### src/verilog/uilm_defs.svh
// Register offsets, field positions and reset values of the UART
// interrupt block. Assumes inclusion by the modules; the package does not include it.
`ifndef UILM_DEFS_SVH
`define UILM_DEFS_SVH

// Register byte offsets
`define UILM_OFF_LEVEL_SEL 12'h000
`define UILM_OFF_MASK 12'h004
`define UILM_OFF_RAW 12'h008
`define UILM_OFF_MASKED 12'h00c
`define UILM_OFF_CLEAR 12'h010

// Level select fields
`define UILM_RX_SEL_HI 5
`define UILM_RX_SEL_LO 3
`define UILM_TX_SEL_HI 2
`define UILM_TX_SEL_LO 0
`define UILM_SEL_HALF 3'h2
`define UILM_SEL_MAX 3'h4

// Source bit positions
`define UILM_BIT_OVERRUN 10
`define UILM_BIT_BREAK 9
`define UILM_BIT_PARITY 8
`define UILM_BIT_FRAMING 7
`define UILM_BIT_RX_TIMEOUT 6
`define UILM_BIT_TX 5
`define UILM_BIT_RX 4
`define UILM_BIT_CTS 1

// Bits that hold state in mask and raw registers and that act in the clear register
`define UILM_SRC_MASK 11'h7f2
`define UILM_MASK_RESET 11'h000

`endif

### src/verilog/uilm_pkg.sv
// Types of the UART interrupt block.
// Assumes the defs header is on the include path.
package uilm_pkg;

	typedef logic [10:0] uilm_src_t;

	typedef struct packed {
		logic err_overrun;
		logic err_break;
		logic err_parity;
		logic err_framing;
		logic rx_timeout;
		logic cts_change;
	} uilm_event_s;

	typedef enum logic [1:0] {
		UILM_IDLE,
		UILM_ACCESS
	} uilm_apb_e;

endpackage : uilm_pkg
### src/verilog/uilm_apb_slave.sv
// APB slave front end: decodes one access phase into strobes.
// Assumes APB master signals from logic on the same clock.
`timescale 1ns/1ps
`default_nettype none
`include "uilm_defs.svh"

module uilm_apb_slave
	import uilm_pkg::*;
(
	// APB
	input wire logic psel_i,
	input wire logic penable_i,
	input wire logic pwrite_i,
	input wire logic [11:0] paddr_i,
	output logic pready_o,
	output logic pslverr_o,
	// Decoded strobes
	output logic wr_o,
	output logic rd_o,
	output logic mapped_o
);

	wire logic access = psel_i && penable_i;

	assign mapped_o = (paddr_i == `UILM_OFF_LEVEL_SEL) ||
		(paddr_i == `UILM_OFF_MASK) || (paddr_i == `UILM_OFF_RAW) ||
		(paddr_i == `UILM_OFF_MASKED) || (paddr_i == `UILM_OFF_CLEAR);
	assign pready_o = 1'b1;
	assign pslverr_o = access && !mapped_o;
	assign wr_o = access && pwrite_i && mapped_o;
	assign rd_o = access && !pwrite_i && mapped_o;

endmodule : uilm_apb_slave
`default_nettype wire

### src/verilog/uilm_irq.sv
// UART interrupt block: level select, mask, raw and masked status,
// clear, combined output. Assumes FIFO levels and error pulses come
// from the UART core on clk_i; the CTS pin is asynchronous.
`timescale 1ns/1ps
`default_nettype none
`include "uilm_defs.svh"

////////////////////////////////////////////////////////////////////////
// Overview of operation
// - Level interrupts fire only on crossing
// - Trigger levels steer the combined interrupt
// - Trigger levels reset to half full
// - Receive select codes one eighth to seven eighths
// - Transmit select uses same encoding
// - Unsupported fields ignored, read as zero
// - Mask read returns held masks
// - Mask write one sets, zero clears
// - Error masks at bits ten to seven
// - Other masks at bits six, five, four, one
// - Raw status shows state before masking
// - Raw status is read only
// - Raw bits share mask positions
// - Raw bits clear on reset
// - Clear register clears latched interrupts
module uilm_irq
	import uilm_pkg::*;
#(
	parameter int DEPTH = 16
)
(
	// Clock and reset
	input wire logic clk_i,
	input wire logic reset_i,
	// APB
	input wire logic psel_i,
	input wire logic penable_i,
	input wire logic pwrite_i,
	input wire logic [11:0] paddr_i,
	input wire logic [31:0] pwdata_i,
	output logic [31:0] prdata_o,
	output logic pready_o,
	output logic pslverr_o,
	// UART core
	input wire logic [$clog2(DEPTH):0] rx_level_i,
	input wire logic [$clog2(DEPTH):0] tx_level_i,
	input wire uilm_event_s events_i,
	input wire logic clear_to_send_n_i,
	// Interrupts
	output logic [10:0] irq_vector_o,
	output logic irq_o
);

	////////////////////////////////////////////////////////////////////
	// Bus decode
	logic bus_wr;
	logic bus_rd;
	logic bus_mapped;

	uilm_apb_slave u_apb (
		.psel_i(psel_i),
		.penable_i(penable_i),
		.pwrite_i(pwrite_i),
		.paddr_i(paddr_i),
		.pready_o(pready_o),
		.pslverr_o(pslverr_o),
		.wr_o(bus_wr),
		.rd_o(bus_rd),
		.mapped_o(bus_mapped)
	);

	wire logic wr_sel = bus_wr && (paddr_i == `UILM_OFF_LEVEL_SEL);
	wire logic wr_mask = bus_wr && (paddr_i == `UILM_OFF_MASK);
	wire logic wr_clear = bus_wr && (paddr_i == `UILM_OFF_CLEAR);

	////////////////////////////////////////////////////////////////////
	// Level select register
	logic [2:0] rx_trigger_level_sel_q;
	logic [2:0] tx_trigger_level_sel_q;
	wire logic [2:0] rx_sel_wr =
		pwdata_i[`UILM_RX_SEL_HI:`UILM_RX_SEL_LO];
	wire logic [2:0] tx_sel_wr =
		pwdata_i[`UILM_TX_SEL_HI:`UILM_TX_SEL_LO];

	always_ff @(posedge clk_i or posedge reset_i)
	begin
		if (reset_i)
		begin
			rx_trigger_level_sel_q <= `UILM_SEL_HALF;
			tx_trigger_level_sel_q <= `UILM_SEL_HALF;
		end
		else if (wr_sel)
		begin
			rx_trigger_level_sel_q <= rx_sel_wr;
			tx_trigger_level_sel_q <= tx_sel_wr;
		end
	end

	////////////////////////////////////////////////////////////////////
	// Mask register
	uilm_src_t mask_q;

	always_ff @(posedge clk_i or posedge reset_i)
	begin
		if (reset_i)
			mask_q <= `UILM_MASK_RESET;
		else if (wr_mask)
			mask_q <= pwdata_i[10:0] & `UILM_SRC_MASK;
	end

	////////////////////////////////////////////////////////////////////
	// Level crossing detectors
	logic rx_cross;
	logic tx_cross;

	uilm_level_cross #(.DEPTH(DEPTH), .RISING(1'b1)) u_rx_cross (
		.clk_i(clk_i),
		.reset_i(reset_i),
		.level_i(rx_level_i),
		.sel_i(rx_trigger_level_sel_q),
		.cross_o(rx_cross)
	);

	uilm_level_cross #(.DEPTH(DEPTH), .RISING(1'b0)) u_tx_cross (
		.clk_i(clk_i),
		.reset_i(reset_i),
		.level_i(tx_level_i),
		.sel_i(tx_trigger_level_sel_q),
		.cross_o(tx_cross)
	);

	////////////////////////////////////////////////////////////////////
	// CTS synchroniser and change detect
	logic cts_meta_q;
	logic cts_sync_q;
	logic cts_prev_q;

	always_ff @(posedge clk_i or posedge reset_i)
	begin
		if (reset_i)
		begin
			cts_meta_q <= 1'b1;
			cts_sync_q <= 1'b1;
			cts_prev_q <= 1'b1;
		end
		else
		begin
			cts_meta_q <= clear_to_send_n_i;
			cts_sync_q <= cts_meta_q;
			cts_prev_q <= cts_sync_q;
		end
	end

	wire logic cts_change = (cts_sync_q != cts_prev_q) || events_i.cts_change;

	////////////////////////////////////////////////////////////////////
	// Raw status
	uilm_src_t raw_q;
	uilm_src_t set_vec;
	uilm_src_t clr_vec;

	always_comb
	begin
		set_vec = '0;
		set_vec[`UILM_BIT_OVERRUN] = events_i.err_overrun;
		set_vec[`UILM_BIT_BREAK] = events_i.err_break;
		set_vec[`UILM_BIT_PARITY] = events_i.err_parity;
		set_vec[`UILM_BIT_FRAMING] = events_i.err_framing;
		set_vec[`UILM_BIT_RX_TIMEOUT] = events_i.rx_timeout;
		set_vec[`UILM_BIT_TX] = tx_cross;
		set_vec[`UILM_BIT_RX] = rx_cross;
		set_vec[`UILM_BIT_CTS] = cts_change;
	end

	assign clr_vec = wr_clear ? (pwdata_i[10:0] & `UILM_SRC_MASK) : '0;

	// Set wins over a clear in the same cycle
	wire uilm_src_t raw_d = (raw_q & ~clr_vec) | set_vec;

	always_ff @(posedge clk_i or posedge reset_i)
	begin
		if (reset_i)
			raw_q <= '0;
		else
			raw_q <= raw_d;
	end

	////////////////////////////////////////////////////////////////////
	// Masked status and combined output
	wire uilm_src_t masked = raw_q & mask_q;

	assign irq_vector_o = masked;
	assign irq_o = |masked;

	////////////////////////////////////////////////////////////////////
	// Read data
	logic [31:0] rdata_d;

	always_comb
	begin
		rdata_d = '0;
		case (paddr_i)
			`UILM_OFF_LEVEL_SEL:
				rdata_d = {26'h0, rx_trigger_level_sel_q,
					tx_trigger_level_sel_q};
			`UILM_OFF_MASK: rdata_d = {21'h0, mask_q};
			`UILM_OFF_RAW: rdata_d = {21'h0, raw_q};
			`UILM_OFF_MASKED: rdata_d = {21'h0, masked};
			default: rdata_d = '0;
		endcase
	end

	assign prdata_o = (bus_rd && bus_mapped) ? rdata_d : '0;

endmodule : uilm_irq
`default_nettype wire

### src/verilog/uilm_level_cross.sv
// Detects a FIFO fill level moving through a selected trigger point.
// Assumes the fill level comes from logic on the same clock.
`timescale 1ns/1ps
`default_nettype none
`include "uilm_defs.svh"

module uilm_level_cross
	import uilm_pkg::*;
#(
	parameter int DEPTH = 16,
	parameter bit RISING = 1'b1
)
(
	// Clock and reset
	input wire logic clk_i,
	input wire logic reset_i,
	// Level and selection
	input wire logic [$clog2(DEPTH):0] level_i,
	input wire logic [2:0] sel_i,
	// Crossing event
	output logic cross_o
);

	localparam int LW = $clog2(DEPTH) + 1;

	// Elaboration check: trigger arithmetic needs whole eighths
	if (DEPTH < 8 || DEPTH % 8 != 0)
	begin : g_bad_depth
		$error("DEPTH must be a multiple of eight");
	end

	function automatic logic [LW-1:0] trig_of(input logic [2:0] sel);
		logic [LW+2:0] eighths;
		eighths = '0;
		case (sel)
			3'h0: eighths = (LW+3)'(1);
			3'h1: eighths = (LW+3)'(2);
			3'h2: eighths = (LW+3)'(4);
			3'h3: eighths = (LW+3)'(6);
			3'h4: eighths = (LW+3)'(7);
			default: eighths = (LW+3)'(4);
		endcase
		trig_of = LW'((eighths * (LW+3)'(DEPTH)) >> 3);
	endfunction : trig_of

	logic [LW-1:0] prev_q;
	wire logic [LW-1:0] trig = trig_of(sel_i);
	wire logic up_cross = (prev_q < trig) && (level_i >= trig);
	wire logic down_cross = (prev_q > trig) && (level_i <= trig);

	// Only a move through the trigger fires, never a steady level
	assign cross_o = RISING ? up_cross : down_cross;

	always_ff @(posedge clk_i or posedge reset_i)
	begin
		if (reset_i)
			prev_q <= '0;
		else
			prev_q <= level_i;
	end

endmodule : uilm_level_cross
`default_nettype wire

### config.mk
export PLATFORM = sky130hd
export DESIGN_NAME = uilm_irq
export DESIGN_NICKNAME = d
export VERILOG_FILES = /design/src/verilog/uilm_pkg.sv /design/src/verilog/uilm_apb_slave.sv /design/src/verilog/uilm_irq.sv /design/src/verilog/uilm_level_cross.sv
export VERILOG_INCLUDE_DIRS = /design/src /design/src/verilog
export SDC_FILE = /design/constraint.sdc
export NUM_CORES = 1
export LEC_CHECK = 0
export BUFFER_PORTS_ARGS = -buffer_cell sky130_fd_sc_hd__buf_2
export CAP_MARGIN = 30
export CORE_MARGIN = 3
export CORE_UTILIZATION = 44
export CTS_CLUSTER_DIAMETER = 200
export CTS_CLUSTER_SIZE = 16
export DETAILED_ROUTE_END_ITERATION = 12
export PLACE_DENSITY = 0.9
export SLEW_MARGIN = 20
export SYNTH_ARGS = -nofsm -noshare
export SYNTH_HDL_FRONTEND = slang
export SYNTH_SLANG_ARGS = --single-unit
### constraint.sdc
create_clock -name clk_i -period 2.16 [get_ports clk_i]
set_input_delay 0.216 -clock clk_i [delete_from_list [all_inputs] [get_ports clk_i]]
set_output_delay 0.216 -clock clk_i [all_outputs]
set_load 0.01 [all_outputs]
### After elaboration in Yosys (flattened, before gate mapping)

Index checks and enable logic that the tools add are counted.

| storage, ports and cells | value |
|---|---|
| bits in registers | 38 |
| latch bits | 0 |
| RAM bits | 0 |
| bits in read-only memories | 0 |
| input bits | 66 |
| output and inout port bits | 46 |
| logic and storage cells | 56 |
| memories | 0 |

| operators by class | value |
|---|---|
| add/sub/neg operators | 0 |
| $mul | 0 |
| divide/modulo/power cells | 0 |
| $lt $le $gt $ge | 4 |
| equal/unequal tests | 11 |
| shift operators | 0 |
| muxes and demuxes | 5 |
| bitwise operators | 4 |
| reductions and logical operators | 23 |

Operators with widths:

| cell | count |
|---|---|
| 11-bit one-hot mux with 4 select lines | 1 |
| 32-bit two-way mux | 1 |
| 12-bit by 4-bit == test with 1-bit output (second input constant) | 2 |
| 3-bit one-hot mux with 4 select lines | 2 |
| 11-bit AND | 2 |
| 12-bit by 3-bit == test with 1-bit output (second input constant) | 1 |
| 12-bit by 5-bit == test with 1-bit output (second input constant) | 1 |
| 1-bit logical AND | 12 |
| 12-bit zero test | 1 |
| 11-bit two-way mux | 1 |
| 11-bit NOT | 1 |
| 11-bit OR | 1 |
| 11-bit OR reduction | 1 |
| 3-bit by 1-bit == test with 1-bit output (second input constant) | 2 |
| 3-bit by 2-bit == test with 1-bit output (second input constant) | 2 |
| 3-bit == test (second input constant) | 2 |
| 3-bit zero test | 2 |
| 5-bit by 4-bit >= comparator with 1-bit output | 1 |
| 5-bit by 4-bit greater-than comparator with 1-bit output | 1 |
| 5-bit by 4-bit less-or-equal comparator with 1-bit output | 1 |
| 1-bit logical OR | 5 |
| 5-bit by 4-bit less-than comparator with 1-bit output | 1 |
| 1-bit zero test | 2 |
| 1-bit inequality test | 1 |

### Depth between registers and ports, before layout

Gate-level depths: netlist of the first run.

| logic depth | value |
|---|---|
| depth in word-level cells | 11 |
| depth in mapped cells | 7 |
| depth with buffers taken out | 7 |

### Hierarchy

Synthesis of the first run repeated with hierarchy kept, for this count alone.

| second synthesis, totals | value |
|---|---|
| cell total of the unflattened synthesis | 205 |
| area total of the unflattened synthesis | 2133.3 µm² |

Modules (own cells, without submodules):

| module | instances | cells each | area each (µm²) |
|---|---|---|---|
| uilm_irq | 1 | 143 | 1515.2 |
| uilm_level_cross (u_tx_cross) | 1 | 27 | 305.3 |
| uilm_level_cross (u_rx_cross) | 1 | 22 | 236.5 |
| uilm_apb_slave | 1 | 13 | 76.3 |

### Worst setup path before layout of the first run

No wires, ideal clock.

| timing | value |
|---|---|
| path kind | input -> register |
| start | input paddr_i[9] |
| end | register mask_q[10] |
| arrival | 1.693 ns |
| required time | 2.035 ns |
| slack | 0.342 ns |
| stages on the path | 5 |
| path buffers | 1 |
| cells stage by stage | or4_4 > nor4_4 > and4_1 > buf_6 > mux2_2 |

| on the way | value |
|---|---|
| word-level cells in the longest chain between the ends | 7 |

RTL lines:

| what | line | RTL |
|---|---|---|
| start: declaration | uilm_irq.sv:38 | `input wire logic [11:0] paddr_i,` |
| 12-bit by 3-bit == test with 1-bit output (no source line) or 12-bit zero test (tied branches) | -- |  |
| 1-bit logical OR (4 in series) | uilm_apb_slave.sv:25 | `` assign mapped_o = (paddr_i == `UILM_OFF_LEVEL_SEL) \|\| `` |
| 1-bit logical AND | uilm_apb_slave.sv:30 | `assign wr_o = access && pwrite_i && mapped_o;` |
| 1-bit logical AND (*) | uilm_irq.sv:72 | `` wire logic wr_mask = bus_wr && (paddr_i == `UILM_OFF_MASK); `` |
| end signal: assignment | uilm_irq.sv:105 | `` mask_q <= `UILM_MASK_RESET; `` |
| end signal: assignment | uilm_irq.sv:107 | `` mask_q <= pwdata_i[10:0] & `UILM_SRC_MASK; `` |
| end: declaration | uilm_irq.sv:100 | `uilm_src_t mask_q;` |

Mark *: on every way between the ends. The rest lies on a longest branch, timed or not.
A chain may end at the register's enable or synchronous reset.

### Final worst setup path of the first run

| timing | value |
|---|---|
| start | register raw_q[1] |
| end | output irq_o |

| on the way | value |
|---|---|
| word-level cells in the longest chain between the ends | 2 |

RTL lines:

| what | line | RTL |
|---|---|---|
| start: declaration | uilm_irq.sv:157 | `uilm_src_t raw_q;` |
| start signal: assignment | uilm_irq.sv:184 | `raw_q <= raw_d;` |
| 11-bit AND | uilm_irq.sv:189 | `wire uilm_src_t masked = raw_q & mask_q;` |
| 11-bit OR reduction | uilm_irq.sv:192 | `assign irq_o = \|masked;` |
| end: declaration | uilm_irq.sv:50 | `output logic irq_o` |

Every way passes these cells.

==> summary.md, run 1 <==
| Metric | Value |
|---|---|
| Outcome | `finished, final reports clean` |
| Non-Filler Instances | `around 310` |
| Row Count | `23` |
| Largest net degree at the start of global routing | `35` |
| Gr ovfl total | `0` |
| Vias in the first global route | `1,502` |
| Fmax achieved | `469.5 MHz` |
| Period minus WS final | `between 2 and 2.5 ns` |
| P_leak | `between 1 and 1.5 nW` |
| Worst setup SP type | `register` |
| Syn Area/Cell | `roughly 11 µm²` |
| Final hold violations | `0` |
| Initial Util | `47.71%` |
| Crit path max fanout | `3` |
| Gp weighted congestion | `0.8025` |
| Detailed placement HPWL | `3.508 mm` |
| HP Class | `input port to async pin` |
| H-Tree Depth | `2` |
| CP arrival | `between 1.5 and 2 ns` |
| Clock transition at path regs | `0.07 ns` |
| Yosys top cell area share | `between 30 and 40%` |
| Commonest non-fill, non-tap cell in the layout | `buf_2` |
| Chip Height | `about 73 µm` |
| # diodes | `0` |
| Synth area leader | `dfrtp_1` |
| Peak supply drop | `0.3515 mV` |
| I/O Pins | `roughly 110` |
| Drt first pass iters | `4` |
| DR WL/cell | `around 14 µm` |
| First-pass GRT wire length | `6.617 mm` |
| Die ar. | `between 5000 and 6000 µm²` |
| Root buf cell | `clkbuf_8` |
| Post-route ant nets | `0` |
| Crit path required time | `1.94 ns` |
| Clock Skew | `0.008330 ns` |
| Synthesized area | `approximately 2000 µm²` |
| DP Area | `2296 µm²` |
| Final wirelength | `4.327 mm` |
| Unrepaired setup endpoints after global routing | `yes` |
| Slew Viols, Final | `0` |
| Share of layout cells above drive strength 1 | `41.83%` |
| Final setup viols | `0` |
| Sequential element share of the synthesized area | `43.05%` |
| Drt initial violations | `44` |
| DRC errors left | `0` |
| R2r setup slk | `0.25 ns` |
| Die W | `73.26 µm` |
| Final Cycle Share | `a little over nine tenths` |
| Most frequent cells in the layout | `buf_2, dfrtp_1, conb_1` |
| Reg2reg path depth | `7` |
| Power Density | `526.6 nW/µm²` |
| Port bufs | `65` |
| Element type at the critical path end | `output pin` |
| Setup TNS | `0 ns` |
| TritonCTS clock tree | `yes` |
| Via-to-Cell Ratio | `5.022` |
| Setup CP Type | `register to output pin` |
| Area contributors post-synth | `dfrtp_1, buf_4, mux2_2` |
| Synthesis-to-layout area growth | `21.94%` |
| Max Root-Sink Buffers | `2` |
| Worst skew pair latency | `0.29 ns` |
| Dpl cells | `303` |
| Final Cell Area | `around 2400 µm²` |
| Mapped Cells | `about 190` |
| GR Util All Layers | `around 16%` |
| #FFs+latches synth | `34` |
| YS warnings | `0` |
| Initial antenna violation count | `0` |
| Cts bufs inserted | `5` |
| Vias | `1,572` |
| Sink Count | `34` |
| Nets | `around 340` |
| Unique masters post-synth | `39` |
| Max cap viols | `0` |
| Core Region | `4173 µm²` |
per-layer routing:
metal | global-route usage, % | vias up | wire (µm)
met3 | 4.241 | 8 | 416
met4 | 7.172 | 0 | 66
li1 | - | 766 | -
met1 | 18.44 | 726 | 1668
met2 | 28.30 | 72 | 2175
met5 | 0 | - | 0
power breakdown:
group          leakage (nW)  switching [W]  internal, W
Clock                0.0472       0.000225     0.000256
Combinational         0.793      0.0000844    0.0000583
Sequential            0.395     0.00000399     0.000651
state kept, by name (all words and copies together) (netlist names):
name and count:
u_tx_cross.prev_q 5, cts_sync_q 1, u_rx_cross.prev_q 4, cts_meta_q 1, tx_trigger_level_sel_q 3, raw_q 8
cts_prev_q 1, rx_trigger_level_sel_q 3, mask_q 8
through the flow:
stage | power [W] | utilization, % | setup WS (ns) | hold slack, ns
floorplan | 0.0007747 | - | 0.3423 | 0.2205
global placement | 0.0008032 | 55.02 | 0.1586 | 0.3226
detailed placement | 0.0008087 | 55.02 | 0.1348 | 0.3228
CTS | 0.001294 | 57.78 | 0.005856 | 0.009959
global route | 0.001342 | 58.17 | -0.02518 | 0.01094
finish | 0.001278 | 58.17 | 0.02985 | 0.007669
cells by family (layout without fill, tap and decap cells):
kind of cell | after synthesis | after routing | synth area share [%]
adder cells (fa/ha/maj) | 11 | 11 | 6.914
multiplexers | 16 | 16 | 8.925
other | 2 | 25 | 0.3773
flip-flops | 34 | 34 | 43.06
buffers and inverters | 33 | 86 | 11.31
AND/OR/NAND/NOR | 64 | 64 | 20.18
AO/OA/AOI/OAI | 26 | 26 | 8.800
XOR/XNOR | 1 | 1 | 0.4401
Yosys cell counts:
cell        n
a21oi_1     2
mux2_2     14
or4_1       2
nor4_4      2
nand3_2     1
and3b_1     1
dfrtp_1    29
nor3b_1     1
o31a_1      1
and2_1      8
dfstp_2     5
nor2_1     16
nand4bb_1   1
and3_1      3
a211o_1     1
or3_4       1
o21a_1      1
a21o_1      5
nand3b_1    2
nor3_1      5
o21ai_0     5
conb_1      2
o22ai_1     8
or2_2       2
o21bai_1    1
nand2_1    10
xor2_1      1
nand4b_1    3
or4bb_1     1
buf_4      25
clkinv_1    2
mux2i_1     2
inv_1       5
nor2b_1     3
a32o_1      2
or4_4       1
and4_1      1
ha_1       11
buf_6       1
critical path, stage by stage, from the launching register on:
cell	delay [ns]
dfrtp_1	0.39
and2_1	0.19
or4_4	0.48
or4_4	0.43
buf_6	0.14
worst paths after layout:
path / startpoint / endpoint
max reg2reg: tx_trigger_level_sel_q[1]$_DFFE_PP1P_ / raw_q[5]$_DFF_PP0_
max in group asynchronous: reset_i / rx_trigger_level_sel_q[1]$_DFFE_PP1P_
min reg2reg: cts_meta_q$_DFF_PP1_ / cts_sync_q$_DFF_PP1_
min in group clk_i: clear_to_send_n_i / cts_meta_q$_DFF_PP1_
max: raw_q[1]$_DFF_PP0_ / irq_o
min: reset_i / u_rx_cross.prev_q[3]$_DFF_PP0_
layout make-up:
class	count	area (µm²)
clock inverter	2	12.51
inverter	7	26.28
tap	50	62.56
timing repair buffer	71	376.6
fill	353	1745
multi-input combinational	143	1010
clock buffer	6	82.58
sequential	34	857.1
timing repair:
item | 4_1_cts | 5_1_grt
pin swaps | 3 | 0
hold buffers | 0 | 0
resized for setup | 2 | 4
buffers inserted | 2 | 0
endpoints found under the setup margin | 1 | 1
No activity file was read; power rests on OpenSTA's default activity.
==> run 2, diff against run 1 <==
- clock period: 2.16 -> 2.4 ns (I/O delays scaled with it)
==> run 2 against run 1 <==
Compared with the run above: power down 4.8%; final cell count down 1.3%; worst hold slack better by 0.028 ns; global-route usage down 0.053 points; combinational power down 12%; clock power up 4.2%; non-clock buffer count down 4; flip-flop and latch count unchanged; wire length down 0.44%; first-iteration DRC count up 45%; critical path type unchanged; critical endpoint unchanged.
==> summary.md, run 2 (same netlist as run 1, synthesis figures left out) <==
| Metric | Value |
|---|---|
| Cts hold-fix bufs | `0 (unchanged)` |
| # diodes | `0 (unchanged)` |
| Vias in the first global route | `1,480 (-1.5%)` |
| Comb power frac | `10.4% (-0.8 points)` |
| Buf/Inv on CP | `1 (unchanged)` |
| Clock power share | `41.2% (+3.6 points)` |
| Postcts setup bufs | `0 (-2)` |
| TritonCTS clock tree | `yes` |
| Element type at the critical path end | `output pin` |
| GR Util All Layers | `16.15% (-0.053 points)` |
| Sink Count | `34 (unchanged)` |
| Share of layout cells above drive strength 1 | `38.22% (-3.6 points)` |
| Clock transition at path regs | `0.07 ns (about the same)` |
| HP Class | `input port to async pin` |
| Slew Viols, Final | `0 (unchanged)` |
| Commonest non-fill, non-tap cell in the layout | `buf_2` |
| Max Root-Sink Buffers | `2 (unchanged)` |
| Reg2reg path depth | `7 (unchanged)` |
| I/O Pins | `112 (unchanged)` |
| R2r setup slk | `0.45 ns (+0.20 ns)` |
| Max stage delay on crit path | `0.53 ns (+0.05 ns)` |
| Sw Share | `22.16% (-2.3 points)` |
| Synthesis-to-layout area growth | `19.92%` |
| Largest net degree at the start of global routing | `35 (unchanged)` |
| Clock Skew | `0.004986 ns (-0.003344 ns)` |
| Dpl ws | `0.2169 ns (+0.08209 ns)` |
| Fmax achieved | `442.3 MHz` |
| Gp weighted congestion | `0.8313 (+3.6%)` |
| Final Cycle Share | `94.20%` |
| Detailed placement HPWL | `3.479 mm (-0.81%)` |
| CP max stage cell | `or4_1` |
| Setup CP Type | `register to output pin` |
| Psw | `0.0002697 W (-14%)` |
| Biggest regs | `mask_q (8), raw_q (8), u_tx_cross.prev_q (5)` |
| Worst setup SP type | `register` |
| Drt initial violations | `64 (+45%)` |
| Final hold violations | `0 (unchanged)` |
| DR WL/cell | `13.94 µm (+0.85%)` |
| Row Count | `23 (unchanged)` |
| Cts bufs inserted | `5 (unchanged)` |
| Most frequent CP cell | `or4_1` |
| Drt first pass iters | `4 (unchanged)` |
| Most frequent cells in the layout | `buf_2, dfrtp_1, conb_1` |
| # fillers | `364 (+3.1%)` |
| Die W | `73.26 µm (unchanged)` |
| Unrepaired setup endpoints after global routing | `no` |
| Initial antenna violation count | `0 (unchanged)` |
| Final setup viols | `0 (unchanged)` |
| Internal | `0.0009472 W (-1.8%)` |
| Register area | `857.1 µm² (unchanged)` |
| Setup TNS | `0 ns (unchanged)` |
| Power Density | `509.7 nW/µm² (-3.2%)` |
| P_leak | `1.220 nW (-1.2%)` |
| Cells along the critical path | `and2_1 -> or4_1 -> or4_1 -> buf_2` |
| Multi-input logic area | `994.7 µm² (-1.5%)` |
| Die ar. | `5367 µm² (unchanged)` |
| Via-to-Cell Ratio | `5.152 (+2.6%)` |
| Reg2reg end | `raw_q[5]$_DFF_PP0_` |
| Vias | `1,592 (+1.3%)` |
| Kind of cell adding the most delay to the critical path | `simple AND/OR/NAND/NOR gates` |
| PnR worst setup slack | `0.1393 ns (+0.1094 ns)` |
| Max cap viols | `0 (unchanged)` |
| Initial Util | `47.71% (unchanged)` |
| Outcome | `finished, final reports clean` |
| Chip Height | `73.26 µm (unchanged)` |
| Crit path max fanout | `3 (unchanged)` |
| Period minus WS final | `2.261 ns` |
| Core Region | `4173 µm² (unchanged)` |
| Post-route ant nets | `0 (unchanged)` |
| Crit path required time | `2.16 ns (+0.22 ns)` |
| Peak supply drop | `0.4695 mV (+34%)` |
| Seq pwr share | `48.5% (-2.7 points)` |
| Nets | `335 (-1.2%)` |
| DRC errors left | `0 (unchanged)` |
| H-Tree Depth | `2 (unchanged)` |
| First-pass GRT wire length | `6.603 mm (-0.21%)` |
| Post-CTS sizing | `0 (-2)` |
| Root buf cell | `clkbuf_8` |
| CP arrival | `2.02 ns (+0.11 ns)` |
| Final wirelength | `4.308 mm (-0.44%)` |
| Port bufs | `65 (unchanged)` |
| Gr ovfl total | `0 (unchanged)` |
| Worst skew pair latency | `0.28 ns (about the same)` |
| Worst r2r src | `tx_trigger_level_sel_q[1]$_DFFE_PP1P_` |
==> run 2: cell types whose count changed in the layout (fill, tap and decap cells not counted), sizes merged <==
cell,delta
clkinv,-1
bufinv,+1
clkinvlp,-1
clkbuf,+1
buf,-4
==> run 2: per-stage QoR <==
step,cell area (µm²),instances,util [%],hold WS [ns],total power [W]
floorplan,2077,210,-,0.2445,0.0006972
global placement,2281,301,54.66,0.3465,0.0007217
detailed placement,2281,301,54.66,0.3462,0.0007264
CTS,2387,309,57.21,0.04727,0.001229
global route,2387,309,57.21,0.04059,0.001281
finish,2387,309,57.21,0.03578,0.001217
==> run 2: how the worst max path moves through the flow <==
stage	start	end	depth (start not counted)
after floorplan	paddr_i[9]	mask_q[10]$_DFFE_PP0P_	5
after global placement	paddr_i[9]	mask_q[7]$_DFFE_PP0P_	5
after detailed placement	paddr_i[9]	mask_q[8]$_DFFE_PP0P_	5
after CTS	raw_q[5]$_DFF_PP0_	irq_o	4
after global routing	raw_q[5]$_DFF_PP0_	irq_o	4
final	raw_q[5]$_DFF_PP0_	irq_o	4
==> run 2: power by group through the flow <==
stage          combinational (W)  sequential [W]  clock, W
3_3_place_gp            0.000122        0.000599         0
4_1_cts                 0.000127        0.000590  0.000512
3_5_place_dp            0.000126        0.000600         0
2_1_floorplan          0.0000983        0.000599         0
6_report                0.000126        0.000590  0.000501
5_1_grt                 0.000144        0.000590  0.000547
==> run 2: layout make-up <==
| cell class | instances | area share, % |
|---|---|---|
| multi-input cells | 143 | 41.67 |
| flip-flops and latches | 34 | 35.90 |
| repair buffers | 67 | 14.26 |
| clock buffers | 7 | 3.197 |
| well taps | 50 | 2.621 |
| clock inverters | 1 | 1.258 |
| inverters | 7 | 1.101 |
==> run 2: layer usage <==
metal / global-route usage, % / part of all wire (%) / up-vias
li1: - / - / 753
met1: 19.07 / 39 / 747
met2: 27.51 / 49 / 88
met3: 6.019 / 11 / 4
met4: 4.303 / 0.56 / 0
met5: 0 / 0 / -
==> run 2: tightest hold or removal path: stages <==
cell   delay [ns]
buf_2        0.09
inv_1        0.04
buf_4        0.36
==> run 3, diff against run 2 <==
- BUFFER_PORTS_ARGS: -buffer_cell sky130_fd_sc_hd__buf_2 -> not set
- CORE_UTILIZATION: 44 -> 45
- DONT_BUFFER_PORTS: not set -> 1
- PLACE_DENSITY: 0.9 -> 0.7
==> run 3 against run 2 <==
Compared with the run above: power up 9.6%; critical path type unchanged; cell area fell by 7.8%; via count shrank 14%; combinational power shrank 24%; core utilization decreased by 4.1 points; clock power increased by 29%; die area decreased by 2.0%.
==> summary.md, run 3 (same netlist as run 1, synthesis figures left out) <==
| Metric | Value |
|---|---|
| Chip Height | `72.51 µm (-1.0%)` |
| Die W | `72.51 µm (-1.0%)` |
| Period minus WS final | `2.199 ns (-0.06188 ns)` |
| DRC errors left | `0 (unchanged)` |
| GR Util All Layers | `15.89% (-0.25 points)` |
| Largest net degree at the start of global routing | `35 (unchanged)` |
| First-pass GRT wire length | `6.230 mm (-5.6%)` |
| CP max stage cell | `or4_1` |
| Least-Margin Pin Slew | `0.5895 ns` |
| Min Hold Slack | `0.03536 ns (-0.0004182 ns)` |
| DR WL/cell | `15.87 µm (+14%)` |
| Cts bufs inserted | `5 (unchanged)` |
| Biggest regs | `mask_q (8), raw_q (8), u_tx_cross.prev_q (5)` |
| Outcome | `finished, final reports clean` |
| I/O Pins | `112 (unchanged)` |
| Max cap viols | `0 (unchanged)` |
| Final setup viols | `0 (unchanged)` |
| Fmax achieved | `454.8 MHz (+2.8%)` |
| Via-to-Cell Ratio | `5.409 (+5.0%)` |
| Most frequent cells in the layout | `dfrtp_1, conb_1, nor2_1` |
| Max Root-Sink Buffers | `2 (unchanged)` |
| Max stage delay on crit path | `0.54 ns (about the same)` |
| Worst setup SP type | `register` |
| Clock transition at path regs | `0.07 ns (about the same)` |
| Vias in the first global route | `1,337 (-9.7%)` |
| Post-route ant nets | `0 (unchanged)` |
| Initial antenna violation count | `0 (unchanged)` |
| Initial Util | `48.04% (+0.33 points)` |
| Slew Viols, Final | `0 (unchanged)` |
| Drt initial violations | `31 (-52%)` |
| Row Count | `23 (unchanged)` |
| Gp weighted congestion | `0.8041 (-3.3%)` |
| CP arrival | `1.96 ns (-0.06 ns)` |
| Met2 wire len | `2.003 mm (-5.8%)` |
| Met3 WL | `383 µm (-16%)` |
| Setup CP Type | `register to output pin` |
| H-Tree Depth | `2 (unchanged)` |
| Top sig layer | `met4` |
| Slew headroom | `around 60%` |
| Sink Count | `34 (unchanged)` |
| Unrepaired setup endpoints after global routing | `no` |
| Most frequent CP cell | `or4_1` |
| Crit path max fanout | `3 (unchanged)` |
| Element type at the critical path end | `output pin` |
| Synthesis-to-layout area growth | `10.56%` |
| Power Density | `605.8 nW/µm² (+19%)` |
| Clock Skew | `0.004829 ns (-0.0001572 ns)` |
| Crit path required time | `2.16 ns (about the same)` |
| Vias | `1,374 (-14%)` |
| Final Cycle Share | `91.62% (-2.6 points)` |
| Core Region | `4144 µm² (-0.69%)` |
| Cells along the critical path | `and2_1 -> or4_1 -> or4_1` |
| Worst skew pair latency | `0.29 ns (about the same)` |
| Postcts setup bufs | `0 (unchanged)` |
| Drt first pass iters | `4 (unchanged)` |
| Post-CTS sizing | `0 (unchanged)` |
| Final hold violations | `0 (unchanged)` |
| Root buf cell | `clkbuf_8` |
| Gr ovfl total | `0 (unchanged)` |
| Detailed placement HPWL | `3.044 mm (-13%)` |
| Met1 wire length | `1.584 mm (-6.7%)` |
| TritonCTS clock tree | `yes` |
| # diodes | `0 (unchanged)` |
| Die ar. | `5258 µm² (-2.0%)` |
| Share of layout cells above drive strength 1 | `17.16% (-21 points)` |
| Setup TNS | `0 ns (unchanged)` |
| HP Class | `input port to register` |
| Port bufs | `0 (-100%)` |
| Peak supply drop | `0.4165 mV (-11%)` |
| Commonest non-fill, non-tap cell in the layout | `dfrtp_1` |
| Final wirelength | `4.030 mm (-6.5%)` |
| P_leak | `0.9896 nW (-19%)` |
| Nets | `280 (-16%)` |
## run 3: layout make-up
class | count | area, µm²
Fill cell | 372 | 1943
Multi-Input combinational cell | 143 | 994.7
Sequential cell | 34 | 857.1
Timing Repair Buffer | 12 | 117.6
Clock buffer | 6 | 82.58
Tap cell | 50 | 62.56
Clock inverter | 2 | 60.06
Inverter | 7 | 26.28
## run 3: worst paths after layout
check	startpoint	to	slack, ns	cells after the start
min reg2reg	cts_meta_q$_DFF_PP1_	cts_sync_q$_DFF_PP1_	0.36	0
max reg2reg	tx_trigger_level_sel_q[1]$_DFFE_PP1P_	raw_q[5]$_DFF_PP0_	0.53	7
min in group asynchronous	reset_i	raw_q[8]$_DFF_PP0_	0.48	3
max in group asynchronous	reset_i	tx_trigger_level_sel_q[1]$_DFFE_PP1P_	1.58	3
min	events_i[1]	raw_q[6]$_DFF_PP0_	0.04	1
max	raw_q[5]$_DFF_PP0_	irq_o	0.20	3
## run 3: worst max-delay path: cells and delay by family, from the launching register on
kind,cells,cell delay (ns)
flip-flops,1,0.40
AND/OR/NAND/NOR,3,1.28
## run 3: per-layer routing
metal	up-vias	GRT usage (%)
met3	6	6.648
li1	642	-
met5	-	0
met4	0	6.352
met1	660	18.83
met2	66	25.58
## run 3: report_power, final
group | switching [W] | internal, W | total, W | leakage, nW
combinational | 0.0000590 | 0.0000371 | 0.0000961 | 0.523
clock | 0.000205 | 0.000443 | 0.000648 | 0.0714
sequential | 0.00000355 | 0.000586 | 0.000589 | 0.395
## run 3: repair_timing
item                                    4_1_cts  5_1_grt
hold buffers                                 11        0
endpoints found under the setup margin        0        0
hold endpoints to repair                     39        0
## run 3: stage by stage
stage / total power (W) / cell area [µm²] / cells / worst slack [ns] / util, %
3_5_place_dp: 0.0006817 / 1948 / 235 / 0.3041 / 47.01
3_3_place_gp: 0.0006801 / 1948 / 235 / 0.3218 / 47.01
4_1_cts: 0.001348 / 2201 / 254 / 0.1830 / 53.11
2_1_floorplan: 0.0006972 / 2077 / 210 / 0.5583 / -
5_1_grt: 0.001393 / 2201 / 254 / 0.1371 / 53.11
6_report: 0.001333 / 2201 / 254 / 0.2012 / 53.11
